**config.mk**
```make
export PLATFORM = sky130hd
export DESIGN_NAME = spi_port
export DESIGN_NICKNAME = d
export VERILOG_FILES = /design/src/spi_port_pkg.sv /design/src/spi_port.sv
export SDC_FILE = /design/constraint.sdc
export NUM_CORES = 1
export LEC_CHECK = 0
export ABC_AREA = 0
export BUFFER_PORTS_ARGS = -buffer_cell sky130_fd_sc_hd__buf_2
export CORE_UTILIZATION = 40
export CTS_BUF_LIST = sky130_fd_sc_hd__clkbuf_16
export DETAILED_ROUTE_END_ITERATION = 7
export PLACE_DENSITY = 0.77
export SYNTH_ARGS = -nofsm -noshare
export SYNTH_HDL_FRONTEND = slang
export SYNTH_SLANG_ARGS = --single-unit
```
**constraint.sdc**
```tcl
create_clock -name CLK_SYS -period 2.6 [get_ports CLK_SYS]
set_input_delay 0.52 -clock CLK_SYS [delete_from_list [all_inputs] [get_ports CLK_SYS]]
set_output_delay 0.52 -clock CLK_SYS [all_outputs]
set_load 0.01 [all_outputs]
```
**src/spi_port_pkg.sv**
```systemverilog
// constants for the synchronous serial port: register map, field positions,
// reset values and the master clock divider table.
// assumes a 32-bit apb bus with word-aligned registers.
package spi_port_pkg;

  // ==========================================================================
  // register indices and byte addresses (byte address = 4 * index)
  localparam logic [7:0] IDX_DATA = 8'h19;
  localparam logic [7:0] IDX_CTRL = 8'h1a;
  localparam logic [7:0] IDX_CSR  = 8'h1b;
  localparam logic [9:0] ADDR_DATA = {IDX_DATA, 2'b00};
  localparam logic [9:0] ADDR_CTRL = {IDX_CTRL, 2'b00};
  localparam logic [9:0] ADDR_CSR  = {IDX_CSR, 2'b00};

  // ==========================================================================
  // control register fields
  localparam int CTRL_IRQ_EN   = 7;
  localparam int CTRL_PORT_EN  = 6;
  localparam int CTRL_DIV_DIS  = 5;
  localparam int CTRL_MASTER_SELECT_BIT     = 4;
  localparam int CTRL_IDLE     = 3;
  localparam int CTRL_PHASE    = 2;
  localparam int CTRL_RATE_HI  = 1;
  localparam int CTRL_RATE_LO  = 0;
  localparam logic [7:0] CTRL_RESET = 8'h00;

  // ==========================================================================
  // control/status register fields
  localparam int CSR_DONE     = 7;
  localparam int CSR_WRITE_COLLISION_FLAG     = 6;
  localparam int CSR_OVR      = 5;
  localparam int CSR_MODE_FAULT_FLAG     = 4;
  localparam int CSR_RSVD     = 3;
  localparam int CSR_SOD      = 2;
  localparam int CSR_SSM      = 1;
  localparam int CSR_SSI      = 0;
  localparam logic [2:0] CSR_LO_RESET = 3'h0;
  localparam logic [7:0] DATA_RESET   = 8'h00;

  // ==========================================================================
  // serial timing: a byte is sixteen clock transitions
  localparam logic [4:0] EDGES_LAST = 5'h0f;

  // half periods of the serial clock less one, in core cycles, per {div_dis, rate}
  localparam logic [4:0] HALF_DIV2  = 5'h00;
  localparam logic [4:0] HALF_DIV4  = 5'h01;
  localparam logic [4:0] HALF_DIV8  = 5'h03;
  localparam logic [4:0] HALF_DIV16 = 5'h07;
  localparam logic [4:0] HALF_DIV32 = 5'h0f;
  localparam logic [4:0] HALF_DIV64 = 5'h1f;

endpackage

```
**src/spi_port.sv**
```systemverilog
// serial peripheral port, master or slave, with apb register access and
// halt/wait low-power hooks.
// assumes pin inputs already synchronous to CLK_SYS; the pad logic resolves
// each pin from its *_OE_N enable.
`timescale 1ns/1ns
`default_nettype none

// Behaviour
// irq output is enable bit and (done or mode fault or overrun)
// port enable resets to 0; when set, pins take serial functions
// select low in master mode clears port enable and master select
// master drives clock and outgoing data; slave takes clock, returns data
// idle level bit sets clock idle level; software disables before change
// phase 0 captures on first transition, phase 1 on second
// master rate from divider-disable and rate bits; ignored as slave
// done flag set on byte end; cleared by csr access then data access
// data writes ignored while done flag set until csr read; code also lifts this on a csr write
// collision flag set by data write mid-transfer; no interrupt
// overrun set when byte ends while done still set; csr read clears
// mode fault set by select low as master; csr read then ctrl write
// output disable bit removes outgoing data drive
// select source bit picks software level instead of select pin
// software writes 0 to reserved csr bit; reads back 0
// in wait the port runs; its interrupt wakes the core
// in halt registers freeze and port is inactive
// slave done flag may wake from halt; faults and overrun cannot
// several bytes before done is cleared set overrun, first byte kept
// halt wake only if select was low when halt entered
// after wake, leaving slave mode restores normal state at once
// master enables at most one slave at a time
// with software select, level 0 selects and 1 deselects
// byte copied to read buffer at transfer end; reads return buffer
// master data write loads shifter and starts; msb first
module spi_port
  import spi_port_pkg::*;
#(
  parameter int ADDR_W = 12
) (
  // system
  input  wire logic              CLK_SYS,
  input  wire logic              RSTN,
  // apb slave
  input  wire logic              PSEL,
  input  wire logic              PENABLE,
  input  wire logic              PWRITE,
  input  wire logic [ADDR_W-1:0] PADDR,
  input  wire logic [31:0]       PWDATA,
  output logic      [31:0]       PRDATA,
  output logic                   PREADY,
  output logic                   PSLVERR,
  // serial clock pin
  input  wire logic              SCK_IN,
  output logic                   SCK_OUT,
  output logic                   SCK_OE_N,
  // master-out data pin
  input  wire logic              MOSI_IN,
  output logic                   MOSI_OUT,
  output logic                   MOSI_OE_N,
  // master-in data pin
  input  wire logic              MISO_IN,
  output logic                   MISO_OUT,
  output logic                   MISO_OE_N,
  // slave select pin and pin ownership
  input  wire logic              SS_N_IN,
  output logic                   SS_PIN_USED,
  output logic                   PINS_ACTIVE,
  // interrupt and low power
  input  wire logic              HALT_REQ,
  output logic                   IRQ,
  output logic                   WAKE_HALT
);

  // the decoder compares the low ten address bits and needs the rest zero
  if (ADDR_W < 10) begin : g_addr_check
    $error("ADDR_W must be at least 10");
  end

  // ==========================================================================
  // state
  typedef enum logic [0:0] {ENG_IDLE, ENG_SHIFT} eng_t;

  typedef struct packed {
    eng_t        st;
    logic [7:0]  ctrl;
    logic        done;
    logic        write_collision_flag;
    logic        overrun_flag;
    logic        mode_fault_flag;
    logic [2:0]  csr_lo;
    logic        done_seen;
    logic        write_collision_flag_seen;
    logic        mode_fault_flag_seen;
    logic [7:0]  shift;
    logic        dout;
    logic [7:0]  rxbuf;
    logic        latch;
    logic [4:0]  edges;
    logic [4:0]  divcnt;
    logic        ph;
    logic        sck_prev;
    logic        halt_prev;
    logic        armed;
    logic [31:0] prdata;
  } state_t;

  state_t r;
  state_t n;

  function automatic logic [4:0] half_period(input logic [2:0] code);
    case (code)
      3'h4:    half_period = HALF_DIV2;
      3'h0:    half_period = HALF_DIV4;
      3'h1:    half_period = HALF_DIV8;
      3'h6:    half_period = HALF_DIV16;
      3'h2:    half_period = HALF_DIV32;
      default: half_period = HALF_DIV64;
    endcase
  endfunction

  // ==========================================================================
  // decode
  logic       port_en;
  logic       master_select_bit;
  logic       phase_bit;
  logic       ss_int_n;
  logic       slave_sel;
  logic       edge_ev;
  logic       din;
  logic       sample;
  logic [7:0] byte_in;
  logic       apb_setup;
  logic       apb_wr;
  logic       apb_rd;
  logic       hit_data;
  logic       hit_ctrl;
  logic       hit_csr;
  logic       freeze;

  assign port_en   = r.ctrl[CTRL_PORT_EN];
  assign master_select_bit      = r.ctrl[CTRL_MASTER_SELECT_BIT];
  assign phase_bit      = r.ctrl[CTRL_PHASE];
  assign ss_int_n  = r.csr_lo[CSR_SSM] ? r.csr_lo[CSR_SSI] : SS_N_IN;
  assign slave_sel = port_en & ~master_select_bit & ~ss_int_n;
  assign din       = master_select_bit ? MISO_IN : MOSI_IN;
  assign sample    = (r.edges[0] == phase_bit);
  assign apb_setup = PSEL & ~PENABLE;
  assign apb_wr    = PSEL & PENABLE & PWRITE;
  assign apb_rd    = PSEL & PENABLE & ~PWRITE;
  assign hit_data  = (PADDR[9:0] == ADDR_DATA) && (PADDR >> 10) == '0;
  assign hit_ctrl  = (PADDR[9:0] == ADDR_CTRL) && (PADDR >> 10) == '0;
  assign hit_csr   = (PADDR[9:0] == ADDR_CSR) && (PADDR >> 10) == '0;
  // a halted core stops the port unless a slave wake-up was armed
  assign freeze    = HALT_REQ & ~r.armed;

  // master: divider expiry; slave: any transition on the clock pin while selected
  always_comb begin
    if (master_select_bit) begin
      edge_ev = port_en && r.st == ENG_SHIFT &&
                r.divcnt == half_period({r.ctrl[CTRL_DIV_DIS],
                                         r.ctrl[CTRL_RATE_HI:CTRL_RATE_LO]});
    end else begin
      edge_ev = slave_sel & (SCK_IN != r.sck_prev);
    end
  end

  // phase 1 takes the last bit straight from the pin on the final edge
  assign byte_in = phase_bit ? {r.shift[6:0], din} : {r.shift[6:0], r.latch};

  // read word, built apart from the next state so that a frozen port
  // still answers reads with its held contents
  logic [31:0] rd_word;

  always_comb begin
    if (hit_data) begin
      rd_word = {24'h000000, r.rxbuf};
    end else if (hit_ctrl) begin
      rd_word = {24'h000000, r.ctrl};
    end else if (hit_csr) begin
      rd_word = {24'h000000, r.done, r.write_collision_flag, r.overrun_flag, r.mode_fault_flag,
                 1'b0, r.csr_lo};
    end else begin
      rd_word = 32'h00000000;
    end
  end

  // ==========================================================================
  // next state
  always_comb begin
    n = r;
    n.sck_prev  = SCK_IN;
    n.halt_prev = HALT_REQ;

    // ---- register reads: registered in setup, side effects in access
    if (apb_setup) begin
      n.prdata = rd_word;
    end

    if (apb_rd && hit_csr) begin
      n.done_seen = r.done_seen | r.done;
      n.write_collision_flag_seen = r.write_collision_flag_seen | r.write_collision_flag;
      n.mode_fault_flag_seen = r.mode_fault_flag_seen | r.mode_fault_flag;
      n.overrun_flag       = 1'b0;
    end
    if (apb_wr && hit_csr) begin
      n.csr_lo    = PWDATA[2:0];
      n.done_seen = r.done_seen | r.done;
    end

    if (apb_wr && hit_ctrl) begin
      n.ctrl = PWDATA[7:0];
      if (r.mode_fault_flag && r.mode_fault_flag_seen) begin
        n.mode_fault_flag      = 1'b0;
        n.mode_fault_flag_seen = 1'b0;
      end else if (r.mode_fault_flag) begin
        // enable and master stay clear until the fault is acknowledged
        n.ctrl[CTRL_PORT_EN] = 1'b0;
        n.ctrl[CTRL_MASTER_SELECT_BIT]    = 1'b0;
      end
    end

    if ((apb_rd || apb_wr) && hit_data && r.done_seen) begin
      n.done      = 1'b0;
      n.done_seen = 1'b0;
    end
    if (apb_rd && hit_data && r.write_collision_flag_seen) begin
      n.write_collision_flag      = 1'b0;
      n.write_collision_flag_seen = 1'b0;
    end

    if (apb_wr && hit_data && !(r.done && !r.done_seen)) begin
      if (r.st == ENG_SHIFT) begin
        n.write_collision_flag = 1'b1;
      end else begin
        n.shift = PWDATA[7:0];
        n.dout  = PWDATA[7];
        if (master_select_bit && port_en) begin
          n.st     = ENG_SHIFT;
          n.edges  = 5'h00;
          n.divcnt = 5'h00;
          n.ph     = 1'b0;
        end
      end
    end

    // ---- shift engine
    if (master_select_bit && r.st == ENG_SHIFT) begin
      n.divcnt = edge_ev ? 5'h00 : r.divcnt + 5'h01;
    end
    if (edge_ev) begin
      n.st    = ENG_SHIFT;
      n.ph    = ~r.ph;
      n.edges = r.edges + 5'h01;
      if (sample) begin
        n.latch = din;
      end else if (!(phase_bit && r.edges == 5'h00)) begin
        n.shift = {r.shift[6:0], r.latch};
        n.dout  = r.shift[6];
      end else begin
        // phase 1: the first transition only presents the msb
        n.dout  = r.shift[7];
      end
      if (r.edges == EDGES_LAST) begin
        n.st    = ENG_IDLE;
        n.edges = 5'h00;
        n.ph    = 1'b0;
        n.shift = byte_in;
        if (r.done && n.done) begin
          n.overrun_flag = 1'b1;
        end else begin
          n.rxbuf = byte_in;
        end
        n.done      = 1'b1;
        n.done_seen = 1'b0;
      end
    end

    // a slave losing its select or enable drops the partial byte
    if (!master_select_bit && (ss_int_n || !port_en)) begin
      n.st    = ENG_IDLE;
      n.edges = 5'h00;
    end
    if (master_select_bit && !port_en) begin
      n.st = ENG_IDLE;
      n.ph = 1'b0;
    end

    // ---- mode fault
    if (master_select_bit && port_en && !ss_int_n) begin
      n.mode_fault_flag                 = 1'b1;
      n.mode_fault_flag_seen            = 1'b0;
      n.ctrl[CTRL_PORT_EN]   = 1'b0;
      n.ctrl[CTRL_MASTER_SELECT_BIT]      = 1'b0;
      n.st                   = ENG_IDLE;
      n.ph                   = 1'b0;
      n.edges                = 5'h00;
    end

    // ---- halt: arm a wake-up only for a selected, enabled slave
    if (HALT_REQ && !r.halt_prev) begin
      n.armed = port_en & ~master_select_bit & ~ss_int_n;
    end else if (!HALT_REQ) begin
      n.armed = 1'b0;
    end
    if (freeze) begin
      n           = r;
      n.sck_prev  = SCK_IN;
      n.halt_prev = HALT_REQ;
      if (apb_setup) begin
        n.prdata = rd_word;
      end
      if (HALT_REQ && !r.halt_prev) begin
        n.armed = port_en & ~master_select_bit & ~ss_int_n;
      end
    end
  end

  always_ff @(posedge CLK_SYS or negedge RSTN) begin
    if (!RSTN) begin
      r <= '{st: ENG_IDLE, ctrl: CTRL_RESET, done: 1'b0, write_collision_flag: 1'b0,
             overrun_flag: 1'b0, mode_fault_flag: 1'b0, csr_lo: CSR_LO_RESET,
             done_seen: 1'b0, write_collision_flag_seen: 1'b0, mode_fault_flag_seen: 1'b0,
             shift: DATA_RESET, dout: 1'b0, rxbuf: DATA_RESET, latch: 1'b0,
             edges: 5'h00, divcnt: 5'h00, ph: 1'b0, sck_prev: 1'b0,
             halt_prev: 1'b0, armed: 1'b0, prdata: 32'h00000000};
    end else begin
      r <= n;
    end
  end

  // ==========================================================================
  // outputs
  assign PRDATA    = r.prdata;
  assign PREADY    = 1'b1;
  assign PSLVERR   = PSEL & PENABLE & ~(hit_data | hit_ctrl | hit_csr);

  assign PINS_ACTIVE = port_en;
  assign SS_PIN_USED = port_en & ~r.csr_lo[CSR_SSM];
  // clock rests at the idle level; ph counts transitions away from it
  assign SCK_OUT   = r.ctrl[CTRL_IDLE] ^ r.ph;
  assign SCK_OE_N  = ~(port_en & master_select_bit);
  // the data bit moves only on data writes and non-capture transitions, so the byte-end load
  // of the shifter cannot disturb the final capture edge of phase 1
  assign MOSI_OUT  = r.dout;
  assign MOSI_OE_N = ~(port_en & master_select_bit & ~r.csr_lo[CSR_SOD]);
  assign MISO_OUT  = r.dout;
  // a deselected slave releases the return line so others may drive it
  assign MISO_OE_N = ~(slave_sel & ~r.csr_lo[CSR_SOD]);

  // the same request wakes the core from wait
  assign IRQ       = r.ctrl[CTRL_IRQ_EN] & (r.done | r.mode_fault_flag | r.overrun_flag);
  assign WAKE_HALT = HALT_REQ & r.armed & r.done & r.ctrl[CTRL_IRQ_EN];

endmodule // spi_port

`default_nettype wire

```
==> impl_summary.log, run 1 <==
INFO  metric setup.worst_path.end_class = output port
INFO  metric setup_total_negative_slack = 0 ns
INFO  metric synth-edff-count = 0
INFO  metric criticalPathCategory = flip-flop to output port
INFO  metric critical_path_arrival = 2.01 ns
INFO  metric dieHeight = 97.7 µm
INFO  metric multiInputGateArea = 0.00188 mm²
INFO  metric synth-adder-area-share = 1.02%
INFO  metric postRouteWirelength = 9690 µm
INFO  metric avgSynthCellArea = 9.72 µm²
INFO  metric finalCoreUtilization = 49.2%
INFO  metric synth-xor-area-share = 1.19%
INFO  metric synth_compound_area_share = 16.9%
INFO  metric outcome = complete, but fails checks
INFO  metric count_of_state_elements_after_synthesis = 59
INFO  metric dpl.hpwl = 7060 µm
INFO  metric floorplan.die.width = 97.7 µm
INFO  metric synth_top_cell_area_share = 40.3%
INFO  metric clock_insertion_delay_at_the_later_pin_of_the_skew_report = 0.33 ns
INFO  metric most_common_cell_in_the_synthesized_netlist = sky130_fd_sc_hd__dfrtp_1
INFO  metric fillerInstances = 803
INFO  metric ir_drop = 0.374 mV
INFO  metric final_nets = 499
INFO  metric yosys_warnings = 0
INFO  metric grt_max_degree = 26
INFO  metric detailedRoute.firstIterationViolations = 212
INFO  metric yosysSeqAreaShare = 40.3%
INFO  metric cts_root_buf = sky130_fd_sc_hd__clkbuf_16
INFO  metric htree_levels = 3
INFO  metric place.port_buffers = 48
INFO  metric row_count = 34
INFO  metric grt_overflow = 0
INFO  metric effective_utilization_at_floorplan = 41.6%
INFO  metric power.static_leakage = 2.00 nW
INFO  metric clock_path_buffers = 2
INFO  metric synthSimpleGateAreaFrac = 21.9%
INFO  metric grt_first_pass_wirelength = 15,800 µm
INFO  metric layout_worst_path_cycle_share = 97.4%
INFO  metric tritoncts.num_buffers = 9
INFO  metric drt-wirelength-per-cell = 17.5 µm
INFO  metric post_synth_inst_count = 377
INFO  metric synthDistinctLibCells = 75
INFO  metric core = 0.00881 mm²
INFO  metric layout-area-overhead-vs-synth = 18.2%
INFO  metric routabilityCongestion = 0.897
INFO  metric cap_violations = 0
INFO  metric antenna_cells_inserted = 0
INFO  metric route.detailed.vias_per_inst = 5.74
INFO  metric post-synth-top-area-cell = sky130_fd_sc_hd__dfrtp_1
INFO  metric grt.total_usage = 21.3%
INFO  metric ioPinCount = 98
INFO  metric hold_path_class = input pin to async pin
INFO  metric violations = design-rule violations
INFO  metric firstDrtPassIters = 7
INFO  metric worst_pin_slew = 0.838 ns
INFO  metric clock.fmax = 0.395 GHz
INFO  metric vias = 3,183
INFO  metric cp.required = 2.08 ns
INFO  metric timing.max_slew.rel_slack = 43.9%
INFO  metric power_per_cell_area = 521 mW/mm²
INFO  metric r2r_setup_slack = 0.07 ns
INFO  metric path_max_fanout = 7
INFO  metric synth.top_cells.by_area = sky130_fd_sc_hd__dfrtp_1 40%, sky130_fd_sc_hd__buf_4 7.2%, sky130_fd_sc_hd__nand2_1 3.9%
INFO  metric yosys-mux-area-fraction = 6.89%
INFO  metric cts.clk_slew.worst_paths = 0.05 ns
INFO  metric final_layout_size_suffix_gt1_share = 30.0%
INFO  metric timing.clock.skew = 0.00618 ns
INFO  metric synth_top_flop_cell = sky130_fd_sc_hd__dfrtp_1
INFO  metric synth_commonest_cells = 59 x sky130_fd_sc_hd__dfrtp_1, 38 x sky130_fd_sc_hd__nand2_1, 35 x sky130_fd_sc_hd__buf_4
INFO  metric grt_pass1_vias = 3,123
INFO  metric final_count_of_pins_violating_max_slew = 0
INFO  metric asyncSetResetFlopFracSynth = 100%
INFO  metric remaining_drc_errors = 4
INFO  metric synth.cell_area = 0.00367 mm²
INFO  metric dpl_cell_area = 0.00401 mm²
INFO  metric timing.final.crit_period = 2.53 ns
INFO  metric antenna_violations_before_repair = 0
INFO  metric final-seq-area = 0.00148 mm²
INFO  metric die-area = 0.00955 mm²
INFO  metric drt.antenna.violating_nets = 0
INFO  metric final_count_of_negative_setup_slack_endpoints = 0
INFO  metric combinational_family_with_the_most_area_after_synthesis = simple AND/OR/NAND/NOR gates
INFO  metric design_area = 0.00433 mm²
INFO  metric hold_fails_final_rpt = 0
INFO  metric worst_setup_path_start_kind = flip-flop
INFO  metric cts_tree = done
INFO  metric tritoncts_num_sinks = 59
cell usage in the layout (no fill, tap or decap), types with 4 or more instances in the layout:
cell                        Yosys  final
sky130_fd_sc_hd__xor2_1         4      4
sky130_fd_sc_hd__conb_1         2     25
sky130_fd_sc_hd__mux2_4         8      8
sky130_fd_sc_hd__nand2b_1       5      5
sky130_fd_sc_hd__nor2_1        21     19
sky130_fd_sc_hd__clkbuf_16      0      9
sky130_fd_sc_hd__a221o_1        9      9
sky130_fd_sc_hd__inv_1         11     12
sky130_fd_sc_hd__nand3_1       10     10
sky130_fd_sc_hd__a32oi_1        4      4
sky130_fd_sc_hd__a221oi_1       8      8
sky130_fd_sc_hd__mux2_2        10     10
sky130_fd_sc_hd__a21oi_1       18     18
sky130_fd_sc_hd__and4_1         8      8
sky130_fd_sc_hd__buf_2          2     48
sky130_fd_sc_hd__nand2_1       38     38
sky130_fd_sc_hd__nor4_1         4      4
sky130_fd_sc_hd__nor2b_1        5      5
sky130_fd_sc_hd__a31oi_1        4      4
sky130_fd_sc_hd__buf_4         35     30
sky130_fd_sc_hd__nor3_1         4      4
sky130_fd_sc_hd__and2_1         7      7
sky130_fd_sc_hd__and3_1        10     10
sky130_fd_sc_hd__o21ai_0       21     21
sky130_fd_sc_hd__dfrtp_1       59     56
worst max-delay path, stage by stage, from the launching register on:
cell and delay (ns):
sky130_fd_sc_hd__dfrtp_1 0.42, sky130_fd_sc_hd__mux2_2 0.39, sky130_fd_sc_hd__buf_4 0.17, sky130_fd_sc_hd__nor2_2 0.20
sky130_fd_sc_hd__nand2_1 0.10, sky130_fd_sc_hd__or2_2 0.27, sky130_fd_sc_hd__buf_2 0.14
cell families (layout without fill, tap and decap cells):
logic type      Yosys count  after routing
compound gates           87             87
xor+xnor                  5              5
fa+ha+maj                 3              3
buf+inv                  61            108
flops                    59             59
mux                      20             20
other cells               2             25
simple gates            140            140
per-stage QoR:
stage / cells / worst slack (ns) / hold slack (ns) / total power (W)
after floorplan: 400 / 0.0986 / 0.224 / 0.00108
after global placement: 538 / -0.0622 / 0.474 / 0.00112
after detailed placement: 538 / -0.142 / 0.483 / 0.00112
after CTS: 554 / 0.0777 / 0.222 / 0.00227
after global routing: 555 / -0.0216 / 0.252 / 0.00234
final: 555 / 0.0682 / 0.197 / 0.00226
layer usage:
metal  track usage, %  vias up  share of wire (%)
li1                 -     1456                  -
met1             28.1     1562                 43
met2             34.2      151                 48
met3             6.30       14                7.4
met4             5.83        0                1.1
met5                0        -                  0
cell type report:
type,instances,area share [%]
clock buffers,9,5.20
clock inverters,7,1.39
inverters,11,0.953
multi-input cells,280,43.3
flip-flops and latches,59,34.2
well taps,108,3.12
repair buffers,81,11.9
timing repair:
item	4_1_cts	5_1_grt
cloned	0	0
setup buffers	0	1
gates resized for setup	1	8
hold buffers	0	0
endpoints found under the setup margin	1	15
pin swaps	0	3
power by group:
part           switching (W)  internal [W]  leakage, nW
Sequential         0.0000133      0.000935        0.793
Clock               0.000421      0.000728        0.144
Combinational       0.000103     0.0000562         1.06
registers in the layout, summed over array words and instances (netlist names):
name	flops
PRDATA	8
r	47
PINS_ACTIVE	1
master_select_bit	1
phase_bit	1
MISO_OUT	1
worst paths after layout:
check	from	to	cells past startpoint
min in group CLK_SYS	SCK_IN	r[34]	1
max	r[68]	MISO_OE_N	6
max reg2reg	r[75]	r[53]	7
min	RSTN	r[41]	1
max in group asynchronous	RSTN	r[75]	2
min reg2reg	PRDATA[3]	PRDATA[3]	2
(Power assumes the default switching activity.)
==> run 2, diff against run 1 <==
--- a/config.mk
+++ b/config.mk
@@ -7,10 +7,12 @@
 export LEC_CHECK = 0
 export ABC_AREA = 0
 export BUFFER_PORTS_ARGS = -buffer_cell sky130_fd_sc_hd__buf_2
-export CORE_UTILIZATION = 40
+export CELL_PAD_IN_SITES_DETAIL_PLACEMENT = 1
+export CELL_PAD_IN_SITES_GLOBAL_PLACEMENT = 1
+export CORE_UTILIZATION = 36
 export CTS_BUF_LIST = sky130_fd_sc_hd__clkbuf_16
 export DETAILED_ROUTE_END_ITERATION = 7
-export PLACE_DENSITY = 0.77
+export PLACE_DENSITY = 0.87
 export SYNTH_ARGS = -nofsm -noshare
 export SYNTH_HDL_FRONTEND = slang
 export SYNTH_SLANG_ARGS = --single-unit
==> run 2 against run 1 <==
Effect of this change:
- the flow now finishes without violations
- sequential cell count did not move
- clock skew barely moved
- first-iteration DRC count fell by 20%
- critical endpoint is now r[48]
==> impl_summary.log, run 2 (synthesis results as in run 1) <==
INFO  metric die-area = 0.0106 mm² (was 0.00955 mm²)
INFO  metric grt_overflow = 0 (unchanged)
INFO  metric comb_power_share = 7.0% (was 7.1%)
INFO  metric grt_first_pass_wirelength = 18,400 µm (was 15,800 µm)
INFO  metric clock_path_buffers = 2 (unchanged)
INFO  metric timing.clock.skew = 0.00629 ns (was 0.00618 ns)
INFO  metric ioPinCount = 98 (unchanged)
INFO  metric p_int = 0.00182 W (was 0.00172 W)
INFO  metric share_clk_of_total_power = 53.2% (was 50.9%)
INFO  metric outcome = completed (was complete, but fails checks)
INFO  metric setup.worst_path.end_class = flip-flop (was output port)
INFO  metric place.port_buffers = 48 (unchanged)
INFO  metric critical_path.most_common_cell = sky130_fd_sc_hd__nor3_4
INFO  metric dpl.hpwl = 8380 µm (was 7060 µm)
INFO  metric firstDrtPassIters = 4 (was 7)
INFO  metric placedCellCount = 567 (was 538)
INFO  metric seq_power_share = 39.8% (was 42.0%)
INFO  metric design_area = 0.00446 mm² (was 0.00433 mm²)
INFO  metric cts.hold.buffers_added = 0 (unchanged)
INFO  metric grtUsageMet1 = 28.9% (was 28.1%)
INFO  metric layout-area-overhead-vs-synth = 21.5% (was 18.2%)
INFO  metric timing.final.crit_period = 2.52 ns (was 2.53 ns)
INFO  metric timing.critical_path.max_delay_family = simple AND/OR/NAND/NOR gates (unchanged)
INFO  metric grt_pass1_vias = 3,400 (was 3,123)
INFO  metric cts_tree = done (unchanged)
INFO  metric effective_utilization_at_floorplan = 37.3% (was 41.6%)
INFO  metric final_nets = 507 (was 499)
INFO  metric vias = 3,261 (was 3,183)
INFO  metric antenna_cells_inserted = 0 (unchanged)
INFO  metric tritoncts_num_sinks = 59 (unchanged)
INFO  metric layout_worst_path_cycle_share = 97.1% (was 97.4%)
INFO  metric route.detailed.vias_per_inst = 5.56 (was 5.74)
INFO  metric cts.clk_slew.worst_paths = 0.05 ns (about the same)
INFO  metric remaining_drc_errors = 0 (was 4)
INFO  metric clock_insertion_delay_at_the_later_pin_of_the_skew_report = 0.34 ns (was 0.33 ns)
INFO  metric timing.max_slew.rel_slack = 61.3% (was 43.9%)
INFO  metric tritoncts.num_buffers = 9 (unchanged)
INFO  metric cts_root_buf = sky130_fd_sc_hd__clkbuf_16 (unchanged)
INFO  metric power.switching_fraction = 23.8% (about the same)
INFO  metric post_layout_instance_count_excluding_filler_cells = 587 (was 555)
INFO  metric antenna_violations_before_repair = 0 (unchanged)
INFO  metric power_per_cell_area = 536 mW/mm² (was 521 mW/mm²)
INFO  metric largest_register_ffs = 47 (unchanged)
INFO  metric net-switching-power = 0.000568 W (was 0.000538 W)
INFO  metric total_power = 0.00239 W (was 0.00226 W)
INFO  metric final_count_of_negative_setup_slack_endpoints = 0 (unchanged)
INFO  metric layout.cells.most_common = sky130_fd_sc_hd__dfrtp_1 (unchanged)
INFO  metric grt_max_degree = 26 (unchanged)
INFO  metric grt.total_usage = 23.7% (was 21.3%)
INFO  metric postRouteWirelength = 11,800 µm (was 9690 µm)
INFO  metric power.static_leakage = 2.05 nW (was 2.00 nW)
INFO  metric final_count_of_pins_violating_max_slew = 0 (unchanged)
INFO  metric final_layout_size_suffix_gt1_share = 31.1% (was 30.0%)
INFO  metric mostFrequentLayoutCells = 57 x sky130_fd_sc_hd__dfrtp_1, 48 x sky130_fd_sc_hd__buf_2, 39 x sky130_fd_sc_hd__buf_4 (was 56 x sky130_fd_sc_hd__dfrtp_1, 48 x sky130_fd_sc_hd__buf_2, 38 x sky130_fd_sc_hd__nand2_1)
INFO  metric ir_drop = 0.265 mV (was 0.374 mV)
INFO  metric hold_fails_final_rpt = 0 (unchanged)
INFO  metric routabilityCongestion = 0.902 (was 0.897)
INFO  metric globalRouteMet3Util = 3.93% (was 6.30%)
INFO  metric cap_violations = 0 (unchanged)
INFO  metric path_max_fanout = 9 (was 7)
INFO  metric top_register = r (unchanged)
INFO  metric row_count = 36 (was 34)
INFO  metric worstPathCellList = or4_2 > nor2_1 > nor3_4 > nor3_4 > and3_1 > buf_12 > mux2_4 (was mux2_2 > buf_4 > nor2_2 > nand2_1 > or2_2 > buf_2)
INFO  metric hold_path_class = input pin to async pin (unchanged)
INFO  metric detailedRoute.firstIterationViolations = 170 (was 212)
INFO  metric worst_setup_path_start_kind = flip-flop (unchanged)
INFO  metric drt-wirelength-per-cell = 20.0 µm (was 17.5 µm)
INFO  metric clock.fmax = 0.396 GHz (was 0.395 GHz)
INFO  metric criticalPathCategory = flip-flop to flip-flop (was flip-flop to output port)
INFO  metric floorplan.die.width = 103 µm (was 97.7 µm)
INFO  metric dpl_cell_area = 0.00407 mm² (was 0.00401 mm²)
INFO  metric critical_path_arrival = 2.74 ns (was 2.01 ns)
INFO  metric cp.buffers_inverters = 1 (was 2)
INFO  metric drt.antenna.violating_nets = 0 (unchanged)
INFO  metric global_route.peak_usage_layer = met2 (unchanged)
INFO  metric dieHeight = 103 µm (was 97.7 µm)
INFO  metric met2_usage = 39.3% (was 34.2%)
INFO  metric finalCoreUtilization = 45.4% (was 49.2%)
INFO  metric cp.required = 2.82 ns (was 2.08 ns)
INFO  metric worst_pin_slew = 0.575 ns (was 0.838 ns)
INFO  metric crit_path_top_delay_cell = sky130_fd_sc_hd__or4_2 (was sky130_fd_sc_hd__dfrtp_1)
INFO  metric critical_path.max_stage_delay = 0.68 ns (was 0.42 ns)
INFO  metric core = 0.00982 mm² (was 0.00881 mm²)
INFO  metric htree_levels = 3 (unchanged)
## run 2: path summary, 6_finish.rpt
| path | startpoint | end | slack [ns] | cells past startpoint |
|---|---|---|---|---|
| worst min-delay path | RSTN | PRDATA[0] | 0.15 | 1 |
| worst min register to register | PRDATA[3] | PRDATA[3] | 0.49 | 2 |
| max in group asynchronous | RSTN | PRDATA[7] | 1.74 | 2 |
| worst max register to register | r[74] | r[48] | 0.08 | 7 |
| worst max-delay path | r[74] | r[48] | 0.08 | 7 |
| min in group CLK_SYS | SCK_IN | r[34] | 0.31 | 1 |
## run 2: power by group through the flow
| stage | clock network (W) | registers, W | logic, W |
|---|---|---|---|
| 6_report | 0.00127 | 0.000949 | 0.000168 |
| 5_1_grt | 0.00132 | 0.000950 | 0.000186 |
| 4_1_cts | 0.00128 | 0.000949 | 0.000166 |
| 3_5_place_dp | 0 | 0.000965 | 0.000165 |
| 3_3_place_gp | 0 | 0.000963 | 0.000157 |
| 2_1_floorplan | 0 | 0.000961 | 0.000115 |
## run 2: repair_timing
item | 4_1_cts | 5_1_grt
gates resized for setup | 1 | 9
pin swaps | 0 | 4
buffers inserted | 0 | 5
endpoints found under the setup margin | 1 | 22
## run 2: cell type report
class,count,area [µm²]
Tap cell,133,166
Fill cell,1155,5360
Sequential cell,59,1480
Clock inverter,6,81.3
Clock buffer,9,225
Multi-Input combinational cell,280,1890
Timing Repair Buffer,89,573
Inverter,11,41.3
## run 2: routing by layer
layer	vias up	part of all wire [%]	wire length [µm]
met4	0	4.7	558
met3	35	5.6	662
met1	1630	42	4930
met5	-	0	0
li1	1462	-	-
met2	134	48	5600
## run 2: per-stage QoR
step                setup slack [ns]  TNS [ns]  hold slack, ns
floorplan                     0.0986         0           0.224
global placement             -0.0573    -0.592           0.462
detailed placement            -0.128     -2.58           0.480
CTS                          0.00369         0           0.159
global route                 -0.0343   -0.0396           0.186
finish                        0.0754         0           0.151
==> run 3, diff against run 2 <==
--- a/config.mk
+++ b/config.mk
@@ -12,7 +12,7 @@
 export CORE_UTILIZATION = 36
 export CTS_BUF_LIST = sky130_fd_sc_hd__clkbuf_16
 export DETAILED_ROUTE_END_ITERATION = 7
-export PLACE_DENSITY = 0.87
+export PLACE_DENSITY = 0.79
 export SYNTH_ARGS = -nofsm -noshare
 export SYNTH_HDL_FRONTEND = slang
 export SYNTH_SLANG_ARGS = --single-unit
==> run 3 against run 2 <==
Effect of this change:
- cell count is 0.68% higher
- clock skew rose by 0.00078 ns
- maximum frequency decreased by 1.2%
- via count fell by 0.31%
- first-iteration DRC count up 1.8%
- critical path type unchanged
- combinational power hardly changed
- largest power group unchanged
- worst hold slack improved by 0.064 ns
==> impl_summary.log, run 3 (synthesis results as in run 1) <==
INFO  metric outcome = completed (unchanged)
INFO  metric clock_path_buffers = 2 (unchanged)
INFO  metric detailedRoute.firstIterationViolations = 173 (was 170)
INFO  metric dpl.hpwl = 8340 µm (was 8380 µm)
INFO  metric layout_worst_path_cycle_share = 98.2% (was 97.1%)
INFO  metric effective_utilization_at_floorplan = 37.3% (unchanged)
INFO  metric r2r_end = r[47] (was r[48])
INFO  metric r2r_setup_slack = 0.05 ns (was 0.08 ns)
INFO  metric antenna_cells_inserted = 0 (unchanged)
INFO  metric comb_power_share = 7.1% (was 7.0%)
INFO  metric dieHeight = 103 µm (unchanged)
INFO  metric cp.required = 2.82 ns (about the same)
INFO  metric worst_setup_path_start_kind = flip-flop (unchanged)
INFO  metric timing.clock.skew = 0.00707 ns (was 0.00629 ns)
INFO  metric timing.final.crit_period = 2.55 ns (was 2.52 ns)
INFO  metric grt_first_pass_wirelength = 17,900 µm (was 18,400 µm)
INFO  metric drt.antenna.violating_nets = 0 (unchanged)
INFO  metric clock.fmax = 0.391 GHz (was 0.396 GHz)
INFO  metric cts.clk_slew.worst_paths = 0.06 ns (was 0.05 ns)
INFO  metric final_count_of_negative_setup_slack_endpoints = 0 (unchanged)
INFO  metric critical_path.most_common_cell = sky130_fd_sc_hd__nor3_4 (unchanged)
INFO  metric dpl_cell_area = 0.00408 mm² (was 0.00407 mm²)
INFO  metric row_count = 36 (unchanged)
INFO  metric worstReg2RegStart = r[75] (was r[74])
INFO  metric grt_max_degree = 30 (was 26)
INFO  metric hold_path_class = input pin to async pin (unchanged)
INFO  metric antenna_violations_before_repair = 0 (unchanged)
INFO  metric fillerInstances = 1,169 (was 1,155)
INFO  metric top_register = r (unchanged)
INFO  metric tritoncts.num_buffers = 9 (unchanged)
INFO  metric postRouteWirelength = 11,400 µm (was 11,800 µm)
INFO  metric grt_overflow = 0 (unchanged)
INFO  metric worstPathCellList = or4b_4 > a221oi_4 > nor3_4 > nor3_4 > and3_1 > buf_12 > mux2_4 (was or4_2 > nor2_1 > nor3_4 > nor3_4 > and3_1 > buf_12 > mux2_4)
INFO  metric criticalPathCategory = flip-flop to flip-flop (unchanged)
INFO  metric cts.hold.buffers_added = 0 (unchanged)
INFO  metric hold_fails_final_rpt = 0 (unchanged)
INFO  metric core = 0.00982 mm² (unchanged)
INFO  metric firstDrtPassIters = 4 (unchanged)
INFO  metric grt_pass1_vias = 3,349 (was 3,400)
INFO  metric final.hold.worst_slack = 0.215 ns (was 0.151 ns)
INFO  metric path_max_fanout = 8 (was 9)
INFO  metric multiInputGateArea = 0.00188 mm² (was 0.00189 mm²)
INFO  metric final_count_of_pins_violating_max_slew = 0 (unchanged)
INFO  metric drt-wirelength-per-cell = 19.3 µm (was 20.0 µm)
INFO  metric worst_pin_slew = 0.679 ns (was 0.575 ns)
INFO  metric vias = 3,251 (was 3,261)
INFO  metric p_int = 0.00183 W (was 0.00182 W)
INFO  metric cap_violations = 0 (unchanged)
INFO  metric rr_worst_depth = 7 (unchanged)
INFO  metric design_area = 0.00448 mm² (was 0.00446 mm²)
INFO  metric route.detailed.vias_per_inst = 5.50 (was 5.56)
INFO  metric share_clk_of_total_power = 53.4% (was 53.2%)
INFO  metric layout.cells.most_common = sky130_fd_sc_hd__dfrtp_1 (unchanged)
INFO  metric power_per_cell_area = 534 mW/mm² (was 536 mW/mm²)
INFO  metric final-seq-area = 0.00148 mm² (unchanged)
INFO  metric seq_power_share = 39.5% (was 39.8%)
INFO  metric ir_drop = 0.319 mV (was 0.265 mV)
INFO  metric net-switching-power = 0.000565 W (was 0.000568 W)
INFO  metric setup_total_negative_slack = 0 ns (unchanged)
INFO  metric tritoncts_num_sinks = 59 (unchanged)
INFO  metric power.switching_fraction = 23.6% (was 23.8%)
INFO  metric routabilityCongestion = 0.862 (was 0.902)
INFO  metric crit_path_top_delay_cell = sky130_fd_sc_hd__or4b_4 (was sky130_fd_sc_hd__or4_2)
INFO  metric layout-area-overhead-vs-synth = 22.3% (was 21.5%)
INFO  metric place.port_buffers = 48 (unchanged)
INFO  metric ioPinCount = 98 (unchanged)
INFO  metric timing.max_slew.rel_slack = 54.7% (was 61.3%)
INFO  metric die-area = 0.0106 mm² (unchanged)
INFO  metric final_nets = 510 (was 507)
INFO  metric total_power = 0.00239 W (about the same)
INFO  metric htree_levels = 3 (unchanged)
INFO  metric mostFrequentLayoutCells = 57 x sky130_fd_sc_hd__dfrtp_1, 48 x sky130_fd_sc_hd__buf_2, 42 x sky130_fd_sc_hd__buf_4 (was 57 x sky130_fd_sc_hd__dfrtp_1, 48 x sky130_fd_sc_hd__buf_2, 39 x sky130_fd_sc_hd__buf_4)
INFO  metric setup.worst_path.end_class = flip-flop (unchanged)
INFO  metric largest_register_ffs = 47 (unchanged)
INFO  metric grt.total_usage = 23.0% (was 23.7%)
INFO  metric cts_tree = done (unchanged)
INFO  metric floorplan.die.width = 103 µm (unchanged)
INFO  metric final_layout_size_suffix_gt1_share = 31.7% (was 31.1%)
INFO  metric power.static_leakage = 2.06 nW (was 2.05 nW)
INFO  metric grt_setup_unrepaired = yes
INFO  metric cts_root_buf = sky130_fd_sc_hd__clkbuf_16 (unchanged)
INFO  metric remaining_drc_errors = 0 (unchanged)
INFO  metric critical_path_arrival = 2.78 ns (was 2.74 ns)
INFO  metric clock_insertion_delay_at_the_later_pin_of_the_skew_report = 0.34 ns (about the same)
INFO  metric critical_path.max_stage_delay = 0.56 ns (was 0.68 ns)
==> run 3: changes by cell type in the layout (fill, tap and decap cells not counted), sizes merged <==
cell / delta
buf: +3
inv: +1
==> run 3: routing by layer <==
metal	vias to the layer above	part of all wire [%]	track usage, %
met3	31	4.7	4.07
li1	1479	-	-
met4	0	4.5	13.1
met2	103	50	38.6
met5	-	0	0
met1	1638	41	27.9
==> run 3: cell type report <==
type,count,area share [%]
clock inverters,7,2.09
multi-input cells,280,42.0
clock buffers,9,5.03
flip-flops and latches,59,33.0
inverters,11,0.921
repair buffers,92,13.3
well taps,133,3.71
==> run 3: stage by stage <==
stage	instances	setup WS [ns]	utilization, %
2_1_floorplan	400	0.0986	-
3_3_place_gp	569	-0.117	41.6
3_5_place_dp	569	-0.178	41.6
4_1_cts	586	0.00235	45.2
5_1_grt	591	-0.000209	45.6
6_report	591	0.0456	45.6
==> run 3: how the worst max path moves through the flow <==
stage | start | depth (start not counted) | endpoint
finish | r[75] | 7 | r[47]
global route | r[75] | 7 | r[47]
CTS | r[38] | 7 | r[57]
detailed placement | PADDR[9] | 7 | r[63]
global placement | PADDR[4] | 8 | MISO_OUT
floorplan | PADDR[4] | 6 | r[47]
==> run 3: power by group through the flow <==
stage | Combinational [W] | Sequential (W) | Clock (W)
finish | 0.000170 | 0.000945 | 0.00128
global route | 0.000188 | 0.000946 | 0.00133
CTS | 0.000169 | 0.000945 | 0.00129
detailed placement | 0.000167 | 0.000961 | 0
global placement | 0.000162 | 0.000959 | 0
floorplan | 0.000115 | 0.000961 | 0
==> run 3: what timing repair did <==
item	4_1_cts	5_1_grt
cloned	0	0
pin swaps	4	4
setup buffers	1	5
gates resized for setup	5	4
endpoints found under the setup margin	15	22
==> run 3: critical path: cells and delay by family (launching register included) <==
| kind | cells | cell delay [ns] |
|---|---|---|
| AOI/OAI and AO/OA | 1 | 0.35 |
| DFF | 1 | 0.45 |
| buffers and inverters | 1 | 0.15 |
| and+or+nand+nor | 4 | 1.18 |
| muxes | 1 | 0.30 |
